<file path="src/tsp_pkg.sv">
// shared constants, types and helpers for the touch controller serial port
// assumes a single 250 MHz core clock and a host-driven serial clock of about 12.5 MHz
package tsp_pkg;

   // register addresses
   localparam logic [6:0] FIFO_ADDR           = 7'h50;
   localparam logic [6:0] X_RESULT_HIGH_ADDR  = 7'h52;
   localparam logic [6:0] AUX_RESULT_LOW_ADDR = 7'h5b;
   localparam logic [6:0] CONV_CMD_MIN_ADDR   = 7'h70;

   // first byte layout: address in [7:1], mode in [0]
   localparam int         CMD_ADDR_MSB = 7;
   localparam int         CMD_ADDR_LSB = 1;
   localparam int         CMD_MODE_BIT = 0;
   localparam logic       MODE_READ    = 1'b1;

   // fifo tag fields in the low byte of each result pair
   localparam logic [1:0] EVT_INITIAL  = 2'h0;
   localparam logic [1:0] EVT_MIDPRESS = 2'h1;
   localparam logic [1:0] EVT_RELEASE  = 2'h2;
   localparam logic [1:0] EVT_EOF      = 2'h3;
   localparam logic [1:0] MEAS_X       = 2'h0;
   localparam logic [1:0] MEAS_Y       = 2'h1;
   localparam logic [1:0] MEAS_Z1      = 2'h2;
   localparam logic [1:0] MEAS_Z2      = 2'h3;

   // serial framing counts
   localparam logic [2:0] BIT_LAST      = 3'h7;
   localparam logic [2:0] BIT_ADDR_LAST = 3'h6;
   localparam logic [1:0] MARK_EDGES    = 2'h2;
   localparam logic [1:0] FIFO_BYTE_0   = 2'h0;

   // reset values
   localparam logic [6:0] RD_ADDR_RST = 7'h00;
   localparam logic [7:0] SHIFT_RST   = 8'h00;

   typedef enum logic [1:0] {
      PS_IDLE,
      PS_CMD,
      PS_WRITE,
      PS_READ
   } tsp_phase_t;

   // result registers step forward up to the aux low byte, all others repeat
   function automatic logic [6:0] tsp_next_addr(input logic [6:0] addr);
      if (addr >= X_RESULT_HIGH_ADDR && addr < AUX_RESULT_LOW_ADDR) begin
         return 7'(addr + 7'h01);
      end
      return addr;
   endfunction

   // block returned when no logged entry is waiting
   function automatic logic [31:0] tsp_eof_block();
      return {8'h00, 4'h0, MEAS_X, EVT_EOF, 8'h00, 4'h0, MEAS_Y, EVT_EOF};
   endfunction

   function automatic logic [7:0] tsp_block_byte(input logic [31:0] blk, input logic [1:0] idx);
      logic [7:0] b;
      b = 8'h00;
      unique case (idx)
         2'h0: b = blk[31:24];
         2'h1: b = blk[23:16];
         2'h2: b = blk[15:8];
         2'h3: b = blk[7:0];
      endcase
      return b;
   endfunction

endpackage

</file>
<file path="src/tsp_sync.sv">
// three-stage synchroniser with agreement filter for asynchronous pins
// assumes inputs change far slower than the core clock
`timescale 1ns/1ps
module tsp_sync #(
   parameter int             W       = 1,
   parameter logic [W-1:0]   RST_VAL = '0
) (
   input  wire logic         ref_clk,   // core clock
   input  wire logic         sys_rst,   // synchronous reset
   input  wire logic [W-1:0] async_in,  // raw pins
   output logic      [W-1:0] level      // filtered level
);
   typedef struct packed {
      logic [W-1:0] s1;
      logic [W-1:0] s2;
      logic [W-1:0] s3;
      logic [W-1:0] lvl;
   } tsp_sync_t;

   tsp_sync_t s;
   tsp_sync_t next_s;

   // a bit follows once the second and third stage agree
   always_comb begin
      next_s     = s;
      next_s.s1  = async_in;
      next_s.s2  = s.s1;
      next_s.s3  = s.s2;
      next_s.lvl = (s.s2 & s.s3) | (s.lvl & (s.s2 ^ s.s3));
   end

   always_ff @(posedge ref_clk) begin
      if (sys_rst) begin
         s <= '{RST_VAL, RST_VAL, RST_VAL, RST_VAL};
      end else begin
         s <= next_s;
      end
   end

   assign level = s.lvl;
endmodule

</file>
<file path="src/tsp_skid.sv">
// two-entry buffer with registered outputs and valid/ready on both sides
// assumes the drain side holds ready as a level from its own logic
`timescale 1ns/1ps
module tsp_skid #(
   parameter int W = 15
) (
   input  wire logic         ref_clk,    // core clock
   input  wire logic         sys_rst,    // synchronous reset
   input  wire logic         in_valid,   // word offered
   input  wire logic [W-1:0] in_data,    // word
   output logic              in_ready,   // room for a word
   output logic              out_valid,  // word waiting
   output logic      [W-1:0] out_data,   // waiting word
   input  wire logic         out_ready   // drain takes word
);
   typedef struct packed {
      logic         out_v;
      logic [W-1:0] out_d;
      logic         skid_v;
      logic [W-1:0] skid_d;
      logic         rdy;
   } tsp_skid_t;

   tsp_skid_t s;
   tsp_skid_t next_s;

   always_comb begin
      next_s = s;
      if (s.out_v && out_ready) begin
         next_s.out_v  = s.skid_v;
         next_s.out_d  = s.skid_d;
         next_s.skid_v = 1'b0;
      end
      if (in_valid && s.rdy) begin
         if (!next_s.out_v) begin
            next_s.out_v = 1'b1;
            next_s.out_d = in_data;
         end else begin
            next_s.skid_v = 1'b1;
            next_s.skid_d = in_data;
         end
      end
      next_s.rdy = !next_s.skid_v;
   end

   always_ff @(posedge ref_clk) begin
      if (sys_rst) begin
         s     <= '0;
         s.rdy <= 1'b1;
      end else begin
         s <= next_s;
      end
   end

   assign in_ready  = s.rdy;
   assign out_valid = s.out_v;
   assign out_data  = s.out_d;
endmodule

</file>
<file path="src/tsp_spi_port.sv">
// serial register access port of a resistive touch controller
// assumes: register file answers reg_rd_data within two core cycles of reg_rd_addr,
// fifo head stays put until fifo_mark, serial clock idles low and is far slower than ref_clk
//
// Overview of operation
// - select high ignores the serial port and keeps data output released.
// - a write is address byte with write mode, then one data byte.
// - the data output is never driven during a write frame.
// - repeated address and data pairs in one frame each write a register.
// - a read is address byte with read mode, then the register byte out.
// - output driven from the eighth rising edge until select rises.
// - after the sixteenth edge further register bytes keep shifting out.
// - optional bus holder keeps the last line level without fighting drivers.
// - multi-byte reads step the register or repeat the last valid one.
// - stepping covers result registers only and stops at aux low byte.
// - the fifo address never steps; further bytes deliver further blocks.
// - a fifo block is marked read once its first byte gets two bit cycles.
// - fifo block of four bytes shifts out on rising edges 8 to 39.
// - edge 40 shows next block unmarked; edge 42 marks it.
// - a conversion command stands alone and is dropped while busy.
// - event tags are 00 initial, 01 midpress, 10 release.
// - event tag 11 marks an empty fifo read with invalid data.
// - measurement tags are 00 X, 01 Y, 10 Z1, 11 Z2.
`timescale 1ns/1ps
module tsp_spi_port
   import tsp_pkg::*;
(
   input  wire logic        ref_clk,         // core clock, 250 MHz
   input  wire logic        sys_rst,         // synchronous reset, active high
   input  wire logic        select_n,        // chip select pin, active low
   input  wire logic        serial_clock_in, // serial clock pin
   input  wire logic        din,             // serial data in pin
   input  wire logic        dout_line,       // sensed level of the output wire
   input  wire logic        holder_enable,   // bus holder option pin
   output logic             dout,            // serial data out
   output logic             dout_oe,         // data out enable
   output logic             holder_level,    // level the holder keeps
   output logic             holder_drive,    // holder active, weak drive
   output logic      [6:0]  reg_rd_addr,     // register read address
   input  wire logic [7:0]  reg_rd_data,     // register read data
   output logic             wr_valid,        // register write waiting
   output logic      [6:0]  wr_addr,         // register write address
   output logic      [7:0]  wr_data,         // register write data
   input  wire logic        wr_ready,        // register file takes write
   output logic             wr_drop,         // sticky: write lost, buffer full
   input  wire logic        wr_drop_clear,   // clears wr_drop
   input  wire logic [31:0] fifo_block,      // fifo head block
   input  wire logic        fifo_avail,      // fifo head holds an entry
   output logic             fifo_mark,       // pulse: head block marked read
   input  wire logic        conv_busy,       // earlier command still running
   output logic             conv_start,      // pulse: conversion accepted
   output logic      [6:0]  conv_cmd,        // accepted conversion code
   output logic             frame_active     // select low frame in progress
);
   localparam int WR_W = 15;

   typedef struct packed {
      tsp_phase_t  phase;
      logic        sclk_prev;
      logic [2:0]  bit_idx;
      logic [1:0]  bytes;
      logic [7:0]  shift_in;
      logic [6:0]  addr;
      logic        want_data;
      logic [7:0]  shift_out;
      logic [1:0]  fifo_byte;
      logic [31:0] block;
      logic        mark_pend;
      logic [1:0]  mark_cnt;
      logic        dout;
      logic        dout_oe;
      logic        holder_level;
      logic        holder_drive;
      logic [6:0]  rd_addr;
      logic        conv_start;
      logic [6:0]  conv_cmd;
      logic        fifo_mark;
      logic        push_valid;
      logic [6:0]  push_addr;
      logic [7:0]  push_data;
      logic        wr_drop;
      logic        frame_active;
   } tsp_port_t;

   tsp_port_t s;
   tsp_port_t next_s;

   logic [4:0] pin_level;
   logic       cs_n_f;
   logic       sclk_f;
   logic       din_f;
   logic       line_f;
   logic       hold_en_f;
   logic       buf_in_ready;

   tsp_sync #(
      .W       (5),
      .RST_VAL (5'h01)
   ) u_sync (
      .ref_clk  (ref_clk),
      .sys_rst  (sys_rst),
      .async_in ({holder_enable, dout_line, din, serial_clock_in, select_n}),
      .level    (pin_level)
   );

   assign cs_n_f    = pin_level[0];
   assign sclk_f    = pin_level[1];
   assign din_f     = pin_level[2];
   assign line_f    = pin_level[3];
   assign hold_en_f = pin_level[4];

   tsp_skid #(
      .W (WR_W)
   ) u_wr_buf (
      .ref_clk   (ref_clk),
      .sys_rst   (sys_rst),
      .in_valid  (s.push_valid),
      .in_data   ({s.push_addr, s.push_data}),
      .in_ready  (buf_in_ready),
      .out_valid (wr_valid),
      .out_data  ({wr_addr, wr_data}),
      .out_ready (wr_ready)
   );

   always_comb begin
      logic       rise;
      logic [7:0] nshift;
      logic       byte_done;
      logic       load;
      logic [6:0] load_addr;
      logic [31:0] blk;
      rise      = sclk_f & ~s.sclk_prev;
      nshift    = {s.shift_in[6:0], din_f};
      byte_done = (s.bit_idx == BIT_LAST);
      load      = 1'b0;
      load_addr = s.addr;
      blk       = s.block;

      next_s            = s;
      next_s.sclk_prev  = sclk_f;
      next_s.conv_start = 1'b0;
      next_s.fifo_mark  = 1'b0;
      next_s.push_valid = 1'b0;

      if (cs_n_f) begin
         // lone first byte in a conversion range is a conversion request
         if (s.phase != PS_IDLE && s.bytes == 2'h1 && s.bit_idx == 3'h0 &&
             s.addr >= CONV_CMD_MIN_ADDR && !conv_busy) begin
            next_s.conv_start = 1'b1;
            next_s.conv_cmd   = s.addr;
         end
         next_s.phase     = PS_IDLE;
         next_s.bit_idx   = 3'h0;
         next_s.bytes     = 2'h0;
         next_s.want_data = 1'b0;
         next_s.mark_pend = 1'b0;
         next_s.dout_oe   = 1'b0;
      end else begin
         if (s.phase == PS_IDLE) begin
            next_s.phase = PS_CMD;
         end
         if (rise) begin
            // msb first, sampled on rising serial clock
            next_s.shift_in = nshift;
            next_s.bit_idx  = s.bit_idx + 3'h1;
            if (byte_done && s.bytes != 2'h3) begin
               next_s.bytes = s.bytes + 2'h1;
            end
            if (s.mark_pend) begin
               next_s.mark_cnt = s.mark_cnt + 2'h1;
               if (next_s.mark_cnt == MARK_EDGES) begin
                  next_s.fifo_mark = 1'b1;
                  next_s.mark_pend = 1'b0;
               end
            end
            unique case (s.phase)
               PS_IDLE, PS_CMD: begin
                  // address is complete one edge early, start the fetch
                  if (s.bit_idx == BIT_ADDR_LAST) begin
                     next_s.rd_addr = nshift[6:0];
                  end
                  if (byte_done) begin
                     next_s.addr = nshift[CMD_ADDR_MSB:CMD_ADDR_LSB];
                     if (nshift[CMD_MODE_BIT] == MODE_READ &&
                         nshift[CMD_ADDR_MSB:CMD_ADDR_LSB] < CONV_CMD_MIN_ADDR) begin
                        next_s.phase   = PS_READ;
                        next_s.dout_oe = 1'b1;
                        load           = 1'b1;
                        load_addr      = nshift[CMD_ADDR_MSB:CMD_ADDR_LSB];
                        next_s.fifo_byte = FIFO_BYTE_0;
                     end else begin
                        next_s.phase     = PS_WRITE;
                        next_s.want_data = 1'b1;
                     end
                  end
               end
               PS_WRITE: begin
                  if (byte_done) begin
                     if (s.want_data) begin
                        next_s.push_valid = 1'b1;
                        next_s.push_addr  = s.addr;
                        next_s.push_data  = nshift;
                        next_s.want_data  = 1'b0;
                     end else begin
                        next_s.addr      = nshift[CMD_ADDR_MSB:CMD_ADDR_LSB];
                        next_s.want_data = 1'b1;
                     end
                  end
               end
               PS_READ: begin
                  if (byte_done) begin
                     load = 1'b1;
                  end else begin
                     next_s.shift_out = {s.shift_out[6:0], 1'b0};
                  end
               end
            endcase
            if (load) begin
               if (load_addr == FIFO_ADDR) begin
                  // fifo address stays, each fourth byte opens a new block
                  if (s.fifo_byte == FIFO_BYTE_0 || s.phase != PS_READ) begin
                     blk = fifo_avail ? fifo_block : tsp_eof_block();
                     next_s.block     = blk;
                     next_s.mark_pend = fifo_avail;
                     next_s.mark_cnt  = 2'h0;
                     next_s.shift_out = tsp_block_byte(blk, FIFO_BYTE_0);
                     next_s.fifo_byte = 2'h1;
                  end else begin
                     next_s.shift_out = tsp_block_byte(s.block, s.fifo_byte);
                     next_s.fifo_byte = s.fifo_byte + 2'h1;
                  end
               end else begin
                  next_s.shift_out = reg_rd_data;
                  next_s.addr      = tsp_next_addr(load_addr);
                  next_s.rd_addr   = tsp_next_addr(load_addr);
               end
            end
         end
      end

      next_s.frame_active = ~cs_n_f;
      next_s.dout         = next_s.dout_oe & next_s.shift_out[7];
      next_s.holder_level = line_f;
      next_s.holder_drive = hold_en_f & ~next_s.dout_oe;
      // a lost write sets the flag even if cleared in the same cycle
      if (wr_drop_clear) begin
         next_s.wr_drop = 1'b0;
      end
      if (s.push_valid && !buf_in_ready) begin
         next_s.wr_drop = 1'b1;
      end
   end

   always_ff @(posedge ref_clk) begin
      if (sys_rst) begin
         s           <= '0;
         s.phase     <= PS_IDLE;
         s.rd_addr   <= RD_ADDR_RST;
         s.shift_out <= SHIFT_RST;
      end else begin
         s <= next_s;
      end
   end

   assign dout         = s.dout;
   assign dout_oe      = s.dout_oe;
   assign holder_level = s.holder_level;
   assign holder_drive = s.holder_drive;
   assign reg_rd_addr  = s.rd_addr;
   assign wr_drop      = s.wr_drop;
   assign fifo_mark    = s.fifo_mark;
   assign conv_start   = s.conv_start;
   assign conv_cmd     = s.conv_cmd;
   assign frame_active = s.frame_active;
endmodule

</file>
<file path="config.mk">
export PLATFORM = sky130hd
export DESIGN_NAME = tsp_spi_port
export DESIGN_NICKNAME = d
export VERILOG_FILES = /design/src/tsp_pkg.sv /design/src/tsp_sync.sv /design/src/tsp_skid.sv /design/src/tsp_spi_port.sv
export SDC_FILE = /design/constraint.sdc
export NUM_CORES = 1
export LEC_CHECK = 0
export ABC_AREA = 1
export ABC_CLOCK_PERIOD_IN_PS = 2500
export BUFFER_PORTS_ARGS = -buffer_cell sky130_fd_sc_hd__buf_4
export CAP_MARGIN = 10
export CORE_MARGIN = 4
export CORE_UTILIZATION = 35
export CTS_CLUSTER_SIZE = 10
export DETAILED_ROUTE_END_ITERATION = 8
export PLACE_DENSITY = 0.54
export SETUP_SLACK_MARGIN = 0.2
export SKIP_CTS_REPAIR_TIMING = 1
export SYNTH_ARGS = -nofsm -noshare
export SYNTH_HDL_FRONTEND = slang
export SYNTH_HIERARCHICAL = 1
export SYNTH_SLANG_ARGS = --single-unit
</file>
<file path="constraint.sdc">
create_clock -name ref_clk -period 2.5 [get_ports ref_clk]
set_clock_uncertainty 0.2 [all_clocks]
set_input_delay 0.375 -clock ref_clk [delete_from_list [all_inputs] [get_ports ref_clk]]
set_output_delay 0.375 -clock ref_clk [all_outputs]
set_load 0.01 [all_outputs]
</file>
# Word level (Yosys, flattened, before mapping)
# Index checks and enable logic that the tools add are counted.
totals:
  regBits: 159
  output_inout_bits: 38
  elab_cells: 174
op_classes:
  addsub: 5
  order_cmp: 4
  n_eq_ne: 17
  mux: 65
  n_bitwise: 14
  reduce_logical: 34
op_table:
  columns: ["op", "count"]
  rows:
  - ["$mux W7", 14]
  - ["$mux W45", 2]
  - ["$mux W32", 2]
  - ["$mux W8", 6]
  - ["$mux W42", 1]
  - ["$mux W37", 1]
  - ["$mux W35", 1]
  - ["$mux W16", 2]
  - ["$pmux W8 S4", 1]
  - ["$mux W1", 22]
  - ["$mux W17", 1]
  - ["$pmux W8 S2", 1]
  - ["$mux W15", 1]
  - ["$reduce_and A5 Y1", 3]
  - ["$ge A7 B7 Y1 const B", 2]
  - ["$lt A7 B7 Y1 const B", 2]
  - ["$mux W2", 7]
  - ["$and A5 B5 Y5", 2]
  - ["$eq A2 B2 Y1 const B", 5]
  - ["$logic_and A1 B1 Y1", 10]
  - ["$mux W10", 1]
  - ["$ne A2 B2 Y1 const B", 5]
  - ["$reduce_and A2 Y1", 4]
  - ["$reduce_bool A2 Y1", 4]
  - ["other kinds (21)", 39]

# Logic depth before layout (Yosys ltp)
# Gate-level depths: netlist of the first run.
depth:
  word_depth: 17
  depth_mapped: 18
  mapped_depth_nobuf: 17

# Hierarchy
# The synthesis of the first run kept the hierarchy.
modules_own_cells:
  columns: ["module", "instances", "cells_each", "area_each_um2", "seq_area_each_um2"]
  rows:
  - ["tsp_spi_port", 1, 679, 4784.6, 1961.9]
  - ["tsp_skid", 1, 262, 1756.7, 660.6]
  - ["tsp_sync", 1, 74, 686.9, 400.4]

# Worst setup path after synthesis of the first run
# No wires, ideal clock.
synth_timing:
  kind: "flip-flop to flip-flop"
  start: "register s[102] (netlist name)"
  end: "register s[59] (netlist name)"
  arrival_ns: 2.271
  slack_ns: -0.098
  path_stages_with_launch: 19
  n_path_buf: 2
  cell_sequence: "dfxtp_1 > ha_1 > ha_1 > inv_2 > nor2_8 > nand3_2 > buf_6 > nand2_1 > nand2_1 > inv_1 > ha_1 > nand3_2 > nor2_4 > nand3_4 > nor2_8 > buf_6 > nand2_1 > o21ai_1 > nor2_1"
synth_between:
  elab_chain_cells: 7
synth_lines:
  columns: ["item", "line_no", "rtl"]
  rows:
  - ["from (decl)", "tsp_spi_port.sv:85", "tsp_port_t s;"]
  - ["from (signal assigned)", "tsp_spi_port.sv:261", "s <= next_s;"]
  - ["$eq A3 B3 Y1 *", "tsp_spi_port.sv:134", "byte_done = (s.bit_idx == BIT_LAST);"]
  - ["$mux W7", "tsp_spi_port.sv:182", "if (byte_done) begin"]
  - ["$mux W7", "tsp_spi_port.sv:176", "unique case (s.phase)"]
  - ["$mux W7", "tsp_spi_port.sv:162", "if (rise) begin"]
  - ["$mux W7", "tsp_spi_port.sv:145", "if (cs_n_f) begin"]
  - ["$eq A7 B7 Y1", "tsp_spi_port.sv:219", "if (load_addr == FIFO_ADDR) begin"]
  - ["$reduce_and A5 Y1 (no line) *", null, null]
# Every way passes the cells marked *; elsewhere a longest branch is shown, timed or not. The select of a mux whose other input is x is not followed.
# A chain may end at the register's enable or synchronous reset.

# Worst setup path after layout of the first run
layout_timing:
  start: "register s[102] (netlist name)"
  end: "register s[62] (netlist name)"
# Same word-level chain as after synthesis.

==> results of run 1 <==
==> worst max-delay path: cells and delay by family (launching register included) <==
kind                       cells  cell delay [ns]
adders and majority gates      2             0.27
DFF                            1             0.36
buffers and inverters          3             0.39
and+or+nand+nor                8             0.93
AOI/OAI and AO/OA              2             0.23
==> through the flow <==
step / std cells / TNS (ns) / util (%)
after floorplan: 1015 / -0.01698 / -
after global placement: 1325 / -0.002890 / 39.49
after detailed placement: 1325 / -0.2645 / 39.49
after CTS: 1357 / -0.4859 / 42.47
after global routing: 1381 / -3.889 / 44.87
final: 1381 / -0.01016 / 44.87
==> per-layer routing <==
metal / GRT usage, % / up-vias / wire, um
met5: 0 / - / 0
li1: - / 3363 / -
met2: 25.40 / 98 / 8515
met1: 20.18 / 2854 / 8437
met4: 4.313 / 0 / 149
met3: 3.599 / 13 / 708
==> area by class of cell <==
type	instances	area share (%)
multi-input combinational	681	38.52
sequential	151	33.22
timing repair buffer	148	13.74
clock buffer	18	4.712
inverter	99	4.163
tap	270	3.709
clock inverter	14	1.937
==> final timing paths <==
check,from,end,cells past startpoint
worst max-delay path,s[102],s[62],15
worst min register to register,u_sync/next_s[11],u_sync/next_s[6],2
worst max register to register,s[102],s[62],15
worst min-delay path,reg_rd_data[3],s[78],5
==> logic make-up (layout without fill, tap and decap cells) <==
kind of cell,count (synthesis),in the layout,share of synthesized area [%]
simple gates,479,479,28.87
fa+ha+maj,17,17,2.943
buf+inv,183,279,12.83
flops,151,151,41.82
compound gates,185,185,13.54
==> cell usage after synthesis, types with 3 or more instances <==
library cell  count  area, um2
ha_1             17      212.7
o21ai_0          71      355.3
a211oi_1          6      45.04
nor2_1          146      548.0
nand2_1         249      934.7
nand3_1          36      180.2
o21ai_1          24      120.1
a21oi_1          71      355.3
nand3_2           5      50.05
inv_2             3      11.26
nand4_1          10      62.56
buf_1             3      11.26
inv_1            92      345.3
nand3b_1          8      60.06
clkbuf_1         25      93.84
clkinv_1          3      11.26
nor3_1            6      30.03
buf_4            37      277.8
buf_2             7      35.03
or2_1             3      18.77
buf_6            12      135.1
dfxtp_1         151       3023
==> registers in the layout (all words and copies together) (netlist names), 5 cells and up, named ones only <==
signal             count
u_sync/next_s         10
reg_rd_addr            7
u_wr_buf/s            16
s                     75
u_sync/s               5
conv_cmd               7
u_wr_buf/out_data     15
u_sync/level           5
==> power groups by stage <==
stage	clock (uW)	sequential [uW]	combinational [uW]
finish	2660	2420	174
detailed placement	0	2480	160
global route	2830	2420	194
floorplan	0	2470	77.1
global placement	0	2480	159
CTS	2720	2420	161
==> impl_metrics.env, run 1 <==
export IMPL_drtPass1Iterations=5
export IMPL_synth_ff_type="dfxtp_1"
export IMPL_syn_to_final_growth_pct=26.00
export IMPL_syn_num_nets=1083
export IMPL_ctsLongestPathBuffers=2
export IMPL_post_drt_wl_per_cell_um=12.90
export IMPL_relSlewSlack_pct=36.80
export IMPL_globalplace_congestion=0.8199
export IMPL_row_count=52
export IMPL_final_cell_mix="231 x nand2_1, 149 x dfxtp_1, 143 x nor2_1, 125 x buf_4, 91 x inv_1"
export IMPL_cts_tree="done"
export IMPL_critPathMaxFanout=5
export IMPL_worst_pin_slew_ns=0.9470
export IMPL_syn_avg_cell_area_um2=7.121
export IMPL_fillers=2113
export IMPL_drt_iter0_drc=309
export IMPL_antenna_cells=0
export IMPL_drtAntennaViolNets=0
export IMPL_setup_viol=2
export IMPL_io_pins=89
export IMPL_drc=0
export IMPL_hp_class="in2reg"
export IMPL_synth_seq_area_share_pct=41.82
export IMPL_path_class="reg2reg"
export IMPL_ys_ff_latch=151
export IMPL_power_density_nw_per_um2=577.0
export IMPL_htree_levels=4
export IMPL_finalHoldViolations=0
export IMPL_max_cap_viol_count=0
export IMPL_p_int_uw=4081
export IMPL_numCtsBuffers=17
export IMPL_die_x_um=151.7
export IMPL_start_kind="flip-flop"
export IMPL_violations="negative setup slack"
export IMPL_netlist_instances=1015
export IMPL_ff_latch_area_um2=3025
export IMPL_fmax_mhz=398.6
export IMPL_vias=6328
export IMPL_slew_violations=0
export IMPL_peakVddDrop_v=0.0004014
export IMPL_rsz0062_at_grt="yes"
export IMPL_clk_latency_ns=0.43
export IMPL_ys_types=43
export IMPL_final_common_cell="nand2_1"
export IMPL_grt_pass1_wl_mm=28.23
export IMPL_p_leak_uw=0.004012
export IMPL_cts_root_buf="clkbuf_16"
export IMPL_start_util_pct=35.61
export IMPL_p_total_uw=5255
export IMPL_synth_async_sr_flop_share_pct=0
export IMPL_viasPerCell=4.582
export IMPL_clock_sinks=151
export IMPL_clkPwrFrac_pct=50.6
export IMPL_final_area_um2=9107
export IMPL_track_usage_pct=15.39
export IMPL_power_frac_comb_pct=3.3
export IMPL_setup_ws_ns=-0.008501
export IMPL_grt_start_max_net_pins=43
export IMPL_holdWs_ns=0.05078
export IMPL_port_buffers=88
export IMPL_slowest_stage="dfxtp_2"
export IMPL_num_nets_final=1166
export IMPL_worstPathCellList="ha_4, ha_4, clkinv_4, nor2_8, nand3_4, buf_6, o21ai_4, nand3_2, nor2_4, nand3_4, nor2_8, clkbuf_16, nand2_2, o21ai_1, nor2_1"
export IMPL_yosysWarnings=6
export IMPL_end_kind="flip-flop"
export IMPL_synth_edf_count=0
export IMPL_dpl_cell_area_um2=8016
export IMPL_drive_above_1_share_pct=21.69
export IMPL_slowest_delay_ns=0.36
export IMPL_outcome="finished with violations"
export IMPL_overflow=0
export IMPL_power_frac_seq_pct=46.1
export IMPL_swShare_pct=22.34
export IMPL_multi_input_area_um2=3508
export IMPL_drt_total_wl_mm=17.81
export IMPL_switchingPower_uw=1174
export IMPL_arrival_ns=2.61
export IMPL_finalCritPeriodShare_pct=100.3
export IMPL_r2r_setup_slack_ns=-0.009
export IMPL_fin_crit_ns=2.509
export IMPL_die_y_um=151.7
export IMPL_dieArea_um2=23010
export IMPL_core_area_um2=20300
export IMPL_post_place_ws_ns=-0.06107
export IMPL_path_clk_slew_ns=0.06
export IMPL_syn_cell_area_um2=7228
export IMPL_antenna_found_initial=0
export IMPL_cp_data_required_time_ns=2.61
export IMPL_first_global_vias=5580
export IMPL_dp_hpwl_mm=12.22
Power figures use the tool's default switching activity.
==> run 2, diff against run 1 <==
- ABC_AREA: 1 -> unset
- CAP_MARGIN: 10 -> unset
- SYNTH_HIERARCHICAL: 1 -> unset
==> run 2 against run 1 <==
Effect of this change:
- worst setup slack worse by 0.48 ns
- the run ends with negative hold slack, negative setup slack left
- largest cell class unchanged
- routed wire length up 9.6%
- maximum frequency down 16%
- worst hold slack worse by 0.060 ns
- clock-buffer cell count up 5
- critical path depth down 1
- first-iteration DRC count up 60%
- utilization up 0.75 points
- final area down 1.6%
- sequential power about the same
- global-route usage up 1.8 points
==> impl_metrics.env, run 2 <==
export IMPL_antenna_cells=0
export IMPL_largest_register_ff_count=75
export IMPL_fillers=1976
export IMPL_synth_common_cells="151 x dfxtp_1, 80 x a21oi_1, 79 x nand2_1, 79 x nor2_1, 44 x clkbuf_1"
export IMPL_final_area_um2=8965
export IMPL_syn_cell_area_um2=7062
export IMPL_path_clk_slew_ns=0.06
export IMPL_row_count=51
export IMPL_relSlewSlack_pct=28.88
export IMPL_final_cell_mix="149 x dfxtp_1, 144 x buf_4, 79 x nand2_1, 77 x nor2_1, 71 x a21oi_1"
export IMPL_start_util_pct=35.93
export IMPL_yosysWarnings=0
export IMPL_critical_path_buf_inv_count=3
export IMPL_drt_iter0_drc=493
export IMPL_ff_latch_area_um2=3025
export IMPL_io_pins=89
export IMPL_slowest_stage="a2111oi_4"
export IMPL_grt_start_max_net_pins=81
export IMPL_worst_path_most_repeated_cell="ha_4"
export IMPL_fmax_mhz=334.2
export IMPL_slew_violations=0
export IMPL_setup_viol=49
export IMPL_cp_data_required_time_ns=2.61
export IMPL_fin_crit_ns=2.992
export IMPL_yosys_area_top_type="dfxtp_1"
export IMPL_track_usage_pct=17.18
export IMPL_post_drt_wl_per_cell_um=16.55
export IMPL_viasPerCell=5.180
export IMPL_first_global_vias=5645
export IMPL_synth_top_area_share_pct=42.81
export IMPL_dpl_cell_area_um2=8033
export IMPL_vias=6107
export IMPL_cts_root_buf="clkbuf_16"
export IMPL_arrival_ns=3.10
export IMPL_ys_ff_latch=151
export IMPL_fin_cells=1179
export IMPL_clock_sinks=151
export IMPL_outcome="finished with violations"
export IMPL_path_class="reg2reg"
export IMPL_drtPass1Iterations=6
export IMPL_drc=0
export IMPL_numCtsBuffers=17
export IMPL_yosys_top_cells_area="dfxtp_1 43%, a21oi_1 5.7%, mux2i_1 5.1%"
export IMPL_setup_ws_ns=-0.4918
export IMPL_die_y_um=150.0
export IMPL_htree_levels=4
export IMPL_synth_ff_type="dfxtp_1"
export IMPL_worstPathCellList="ha_4, ha_4, nand3b_1, o21ai_2, a21boi_2, ha_2, nor3b_4, o211ai_4, a2111oi_4, buf_4, buf_8, buf_6, nor3_2, o21a_1"
export IMPL_synth_seq_area_share_pct=42.81
export IMPL_dp_cells=1129
export IMPL_clk_latency_ns=0.42
export IMPL_dieArea_um2=22510
export IMPL_finalCritPeriodShare_pct=119.7
export IMPL_ys_types=63
export IMPL_die_x_um=150.0
export IMPL_grt_pass1_wl_mm=30.44
export IMPL_max_cap_viol_count=0
export IMPL_drtAntennaViolNets=0
export IMPL_rsz0062_at_grt="yes"
export IMPL_finalHoldViolations=1
export IMPL_p_total_uw=5036
export IMPL_synth_async_sr_flop_share_pct=0
export IMPL_regMostFlops="s"
export IMPL_post_place_ws_ns=-0.5180
export IMPL_netlist_instances=820
export IMPL_syn_avg_cell_area_um2=8.612
export IMPL_drive_above_1_share_pct=27.57
export IMPL_final_common_cell="dfxtp_1"
export IMPL_critPathMaxFanout=6
export IMPL_cts_tree="done"
export IMPL_yosysMostFrequentCell="dfxtp_1"
export IMPL_multi_input_area_um2=3612
export IMPL_violations="negative hold slack, negative setup slack"
export IMPL_slowest_delay_ns=0.41
export IMPL_path_delay_family="compound AO/OA/AOI/OAI gates"
export IMPL_antenna_found_initial=0
export IMPL_worst_pin_slew_ns=1.063
export IMPL_synth_edf_count=0
export IMPL_holdWs_ns=-0.009434
export IMPL_hp_class="in2reg"
export IMPL_core_area_um2=19650
export IMPL_power_density_nw_per_um2=561.7
export IMPL_p_leak_uw=0.003466
export IMPL_num_nets_final=969
export IMPL_ctsLongestPathBuffers=2
export IMPL_globalplace_congestion=0.8434
export IMPL_syn_to_final_growth_pct=26.95
export IMPL_drt_total_wl_mm=19.51
export IMPL_syn_num_nets=888
export IMPL_end_kind="flip-flop"
export IMPL_overflow=0
export IMPL_dp_hpwl_mm=13.11
export IMPL_port_buffers=88
export IMPL_start_kind="flip-flop"
export IMPL_peakVddDrop_v=0.0004922
==> run 2: cell types whose count changed in the layout (fill, tap and decap cells not counted), moves of 8 or more <==
cell	before	now
nand2_1	231	79
a222oi_1	0	8
o21ai_0	69	39
nand2_2	15	0
o21ai_1	20	1
mux2i_1	0	34
nand4_1	10	22
buf_4	125	144
inv_1	91	24
a311oi_1	0	19
nor2_1	143	77
nor2b_1	0	15
a21oi_1	63	71
==> run 2: layer usage <==
layer  global-route usage, %  share of wire (%)
met1                   24.62                 49
met2                   25.05                 44
met3                   4.664                5.3
met4                   5.398                1.5
met5                       0                  0
==> run 2: power by group <==
group          internal [uW]  switching (uW)
combinational           90.4            97.7
sequential              2420            5.89
clock                   1400            1020
total                   3910            1120
==> run 2: cells by family after synthesis <==
kind of cell	Yosys count	synth area share [%]
compound gates	213	20.34
xor+xnor	2	0.2481
fa+ha+maj	17	3.012
buf+inv	127	9.337
flops	151	42.81
mux	37	5.262
simple gates	273	18.99
==> run 2: layout make-up <==
class	instances	area share [%]
Multi-Input combinational cell	542	40.29
Sequential cell	151	33.75
Timing Repair Buffer	165	15.12
Clock buffer	23	5.108
Tap cell	265	3.699
Clock inverter	9	1.033
Inverter	24	1.005
==> run 2: worst paths after layout <==
path / slack [ns] / end / cells past startpoint / from
worst max-delay path: -0.49 / s[38] / 14 / s[102]
worst min-delay path: -0.009 / u_sync.next_s[14] / 2 / holder_enable
worst max register to register: -0.49 / s[38] / 14 / s[102]
worst min register to register: 0.21 / u_sync.next_s[5] / 1 / u_sync.next_s[10]
==> run 2: worst register-to-register path, cell delays in order (launching register included) <==
cell and delay (ns):
dfxtp_2 0.35, ha_4 0.14, ha_4 0.12, nand3b_1 0.17, o21ai_2 0.18, a21boi_2 0.19, ha_2 0.19, nor3b_4 0.23
o211ai_4 0.12, a2111oi_4 0.41, buf_4 0.18, buf_8 0.13, buf_6 0.09, nor3_2 0.03, o21a_1 0.16
==> run 2: metrics by stage <==
stage / utilization, % / setup TNS, ns
after floorplan: - / -27.41
after global placement: 40.87 / -18.27
after detailed placement: 40.87 / -20.63
after CTS: 43.67 / -21.34
after global routing: 45.61 / -28.06
final: 45.61 / -19.86
==> run 3, diff against run 2 <==
- SYNTH_HIERARCHICAL: unset -> 1
==> run 3 against run 2 <==
Effect of this change:
- the flow still finishes with violations (negative hold slack, negative setup slack)
- global-route usage down 0.53 points
- final area fell by 0.66%
- synthesized cell count is 0.37% lower
- largest cell class unchanged
- routed wire length shrank 3.9%
- critical endpoint is now s[63]
- critical path depth shrank 2
- synthesized area shrank 0.58%
- non-clock buffer count is 12 lower
- first-iteration DRC count fell by 31%
- clock power rose by 14%
- highest routed layer unchanged
- worst hold slack got worse by 0.0068 ns
- cell count decreased by 1.3%
==> impl_metrics.env, run 3 <==
export IMPL_outcome="finished with violations"
export IMPL_violations="negative hold slack, negative setup slack"
export IMPL_synth_async_sr_flop_share_pct=0
export IMPL_start_kind="flip-flop"
export IMPL_fin_crit_ns=2.785
export IMPL_cts_root_buf="clkbuf_16"
export IMPL_port_buffers=88
export IMPL_hold_depth=2
export IMPL_synth_common_cells="151 x dfxtp_1, 94 x nand2_1, 91 x a21oi_1"
export IMPL_synth_fa_ha_area_share_pct=3.030
export IMPL_post_drt_wl_per_cell_um=16.11
export IMPL_largest_register_ff_count=75
export IMPL_yosysMostFrequentCell="dfxtp_1"
export IMPL_die_y_um=149.6
export IMPL_grt_start_max_net_pins=108
export IMPL_antenna_cells=0
export IMPL_synth_xor_area_share_pct=0.3743
export IMPL_io_pins=89
export IMPL_use_met1_pct=22.85
export IMPL_holdPathEnd="u_sync/next_s[12]"
export IMPL_switchingPower_uw=1169
export IMPL_rsz0062_at_grt="yes"
export IMPL_finalHoldViolations=1
export IMPL_r2r_setup_slack_ns=-0.29
export IMPL_row_count=51
export IMPL_relSlewSlack_pct=49.88
export IMPL_yosys_top_cells_area="dfxtp_1 43%, a21oi_1 6.5%, nand2_1 5.0%"
export IMPL_final_common_cell="dfxtp_1"
export IMPL_finalCritPeriodShare_pct=111.4
export IMPL_swShare_pct=21.90
export IMPL_drt_total_wl_mm=18.75
export IMPL_worst_pin_slew_ns=0.7518
export IMPL_drt_iter0_drc=340
export IMPL_grt_met3_usage_pct=3.452
export IMPL_dp_cells=1117
export IMPL_r2r_start="s[101]"
export IMPL_regMostFlops="s"
export IMPL_drtAntennaViolNets=0
export IMPL_ys_ff_latch=151
export IMPL_viasPerCell=5.214
export IMPL_syn_avg_cell_area_um2=8.593
export IMPL_dp_hpwl_mm=12.36
export IMPL_synthMuxAreaShare_pct=5.061
export IMPL_htree_levels=4
export IMPL_synth_compound_area_share_pct=18.50
export IMPL_min_from="din"
export IMPL_synth_top_family_by_area="simple AND/OR/NAND/NOR gates"
export IMPL_netlist_instances=817
export IMPL_start_util_pct=35.84
export IMPL_setup_viol=45
export IMPL_critPathMaxFanout=8
export IMPL_num_nets_final=954
export IMPL_synth_top_area_share_pct=43.06
export IMPL_hp_class="in2reg"
export IMPL_drive_above_1_share_pct=27.25
export IMPL_clock_sinks=151
export IMPL_clkPwrFrac_pct=51.5
export IMPL_globalplace_congestion=0.8344
export IMPL_worstRegToRegCells=12
export IMPL_power_frac_comb_pct=3.1
export IMPL_r2r_end="s[63]"
export IMPL_cts_tree="done"
export IMPL_syn_to_final_growth_pct=26.86
export IMPL_synth_ff_type="dfxtp_1"
export IMPL_slew_violations=0
export IMPL_die_x_um=149.6
export IMPL_path_class="reg2reg"
export IMPL_yosysWarnings=6
export IMPL_yosys_area_top_type="dfxtp_1"
export IMPL_first_global_vias=5763
export IMPL_synth_edf_count=0
export IMPL_p_int_uw=4167
export IMPL_slowest_delay_ns=0.33
export IMPL_overflow=0
export IMPL_max_cap_viol_count=0
export IMPL_syn_cell_area_um2=7020
export IMPL_synth_seq_area_share_pct=43.06
export IMPL_core_area_um2=19590
export IMPL_dieArea_um2=22390
export IMPL_track_usage_pct=16.65
export IMPL_worstPathCellList="ha_4, ha_4, nand4_4, mux2i_2, ha_2, nor4b_4, mux2i_2, buf_12, nor3_4, buf_6, nand3_1, a21oi_2"
export IMPL_syn_num_nets=885
export IMPL_power_frac_seq_pct=45.4
export IMPL_vias=6069
export IMPL_synth_simple_area_share_pct=20.35
export IMPL_final_core_util_pct=45.46
export IMPL_slowest_stage="dfxtp_2"
export IMPL_gr_max_usage_layer="met2"
export IMPL_fmax_mhz=359.1
export IMPL_grt_pass1_wl_mm=29.86
export IMPL_p_leak_uw=0.003467
export IMPL_drc=0
export IMPL_p_total_uw=5335
export IMPL_arrival_ns=2.94
export IMPL_holdWs_ns=-0.01627
export IMPL_ctsLongestPathBuffers=2
export IMPL_grtUsageMet2_pct=26.56
export IMPL_path_clk_slew_ns=0.06
export IMPL_clk_latency_ns=0.42
export IMPL_cp_data_required_time_ns=2.65
export IMPL_end_kind="flip-flop"
export IMPL_drtPass1Iterations=8
export IMPL_setup_ws_ns=-0.2850
export IMPL_antenna_found_initial=0
export IMPL_ys_types=60
export IMPL_peakVddDrop_v=0.0004654
export IMPL_final_cell_mix="149 x dfxtp_1, 136 x buf_4, 93 x nand2_1, 84 x a21oi_1, 58 x nor2_1"
export IMPL_fin_cells=1164
export IMPL_power_density_nw_per_um2=599.1
export IMPL_numCtsBuffers=17
[run 3: how the worst max path moves through the flow]
stage / startpoint / endpoint / slack, ns / cells after the start
2_1_floorplan: s[102] / s[85] / -0.30 / 14
5_1_grt: s[102] / s[63] / -0.42 / 12
3_5_place_dp: s[101] / s[59] / -0.24 / 12
6_report: s[101] / s[63] / -0.29 / 12
3_3_place_gp: s[101] / s[45] / -0.20 / 12
4_1_cts: s[101] / s[59] / -0.24 / 12
[run 3: layout make-up]
type / instances / area, um2
timing repair buffer: 153 / 1234
sequential: 151 / 3025
fill: 1973 / 10680
clock buffer: 21 / 470.5
tap: 265 / 331.6
inverter: 21 / 78.83
clock inverter: 11 / 160.2
multi-input combinational: 542 / 3606
[run 3: cell families (layout without fill, tap and decap cells)]
kind of cell	after synthesis	after routing
xor+xnor	3	3
mux	35	35
fa+ha+maj	17	17
simple gates	287	287
flops	151	151
compound gates	200	200
buf+inv	124	206
[run 3: power groups by stage]
stage	Sequential [uW]	Combinational (uW)	Clock, uW
3_5_place_dp	2480	157	0
6_report	2420	164	2750
4_1_cts	2420	158	2800
3_3_place_gp	2480	157	0
2_1_floorplan	2470	71.6	0
5_1_grt	2420	179	2910
[run 3: critical path, delay by kind of cell, from the launching register on]
family / cells / cell delay [ns]
fa+ha+maj: 3 / 0.53
mux: 2 / 0.41
simple gates: 4 / 0.73
buf+inv: 2 / 0.36
flops: 1 / 0.33
compound gates: 1 / 0.16
[run 3: metal layers]
layer  vias to the layer above  wire (um)  part of all wire (%)
met1                      2905       8814                    47
met5                         -          0                     0
li1                       3010          -                     -
met4                         0        233                   1.2
met3                        19        801                   4.3
met2                       135       8900                    47
[run 3: stage by stage]
step	instance area, um2	TNS (ns)	setup WS (ns)
after global placement	7961	-6.208	-0.1969
after global routing	8906	-15.22	-0.4207
after CTS	8592	-8.470	-0.2441
final	8906	-9.376	-0.2850
after detailed placement	7961	-7.857	-0.2406
after floorplan	7178	-11.46	-0.3044
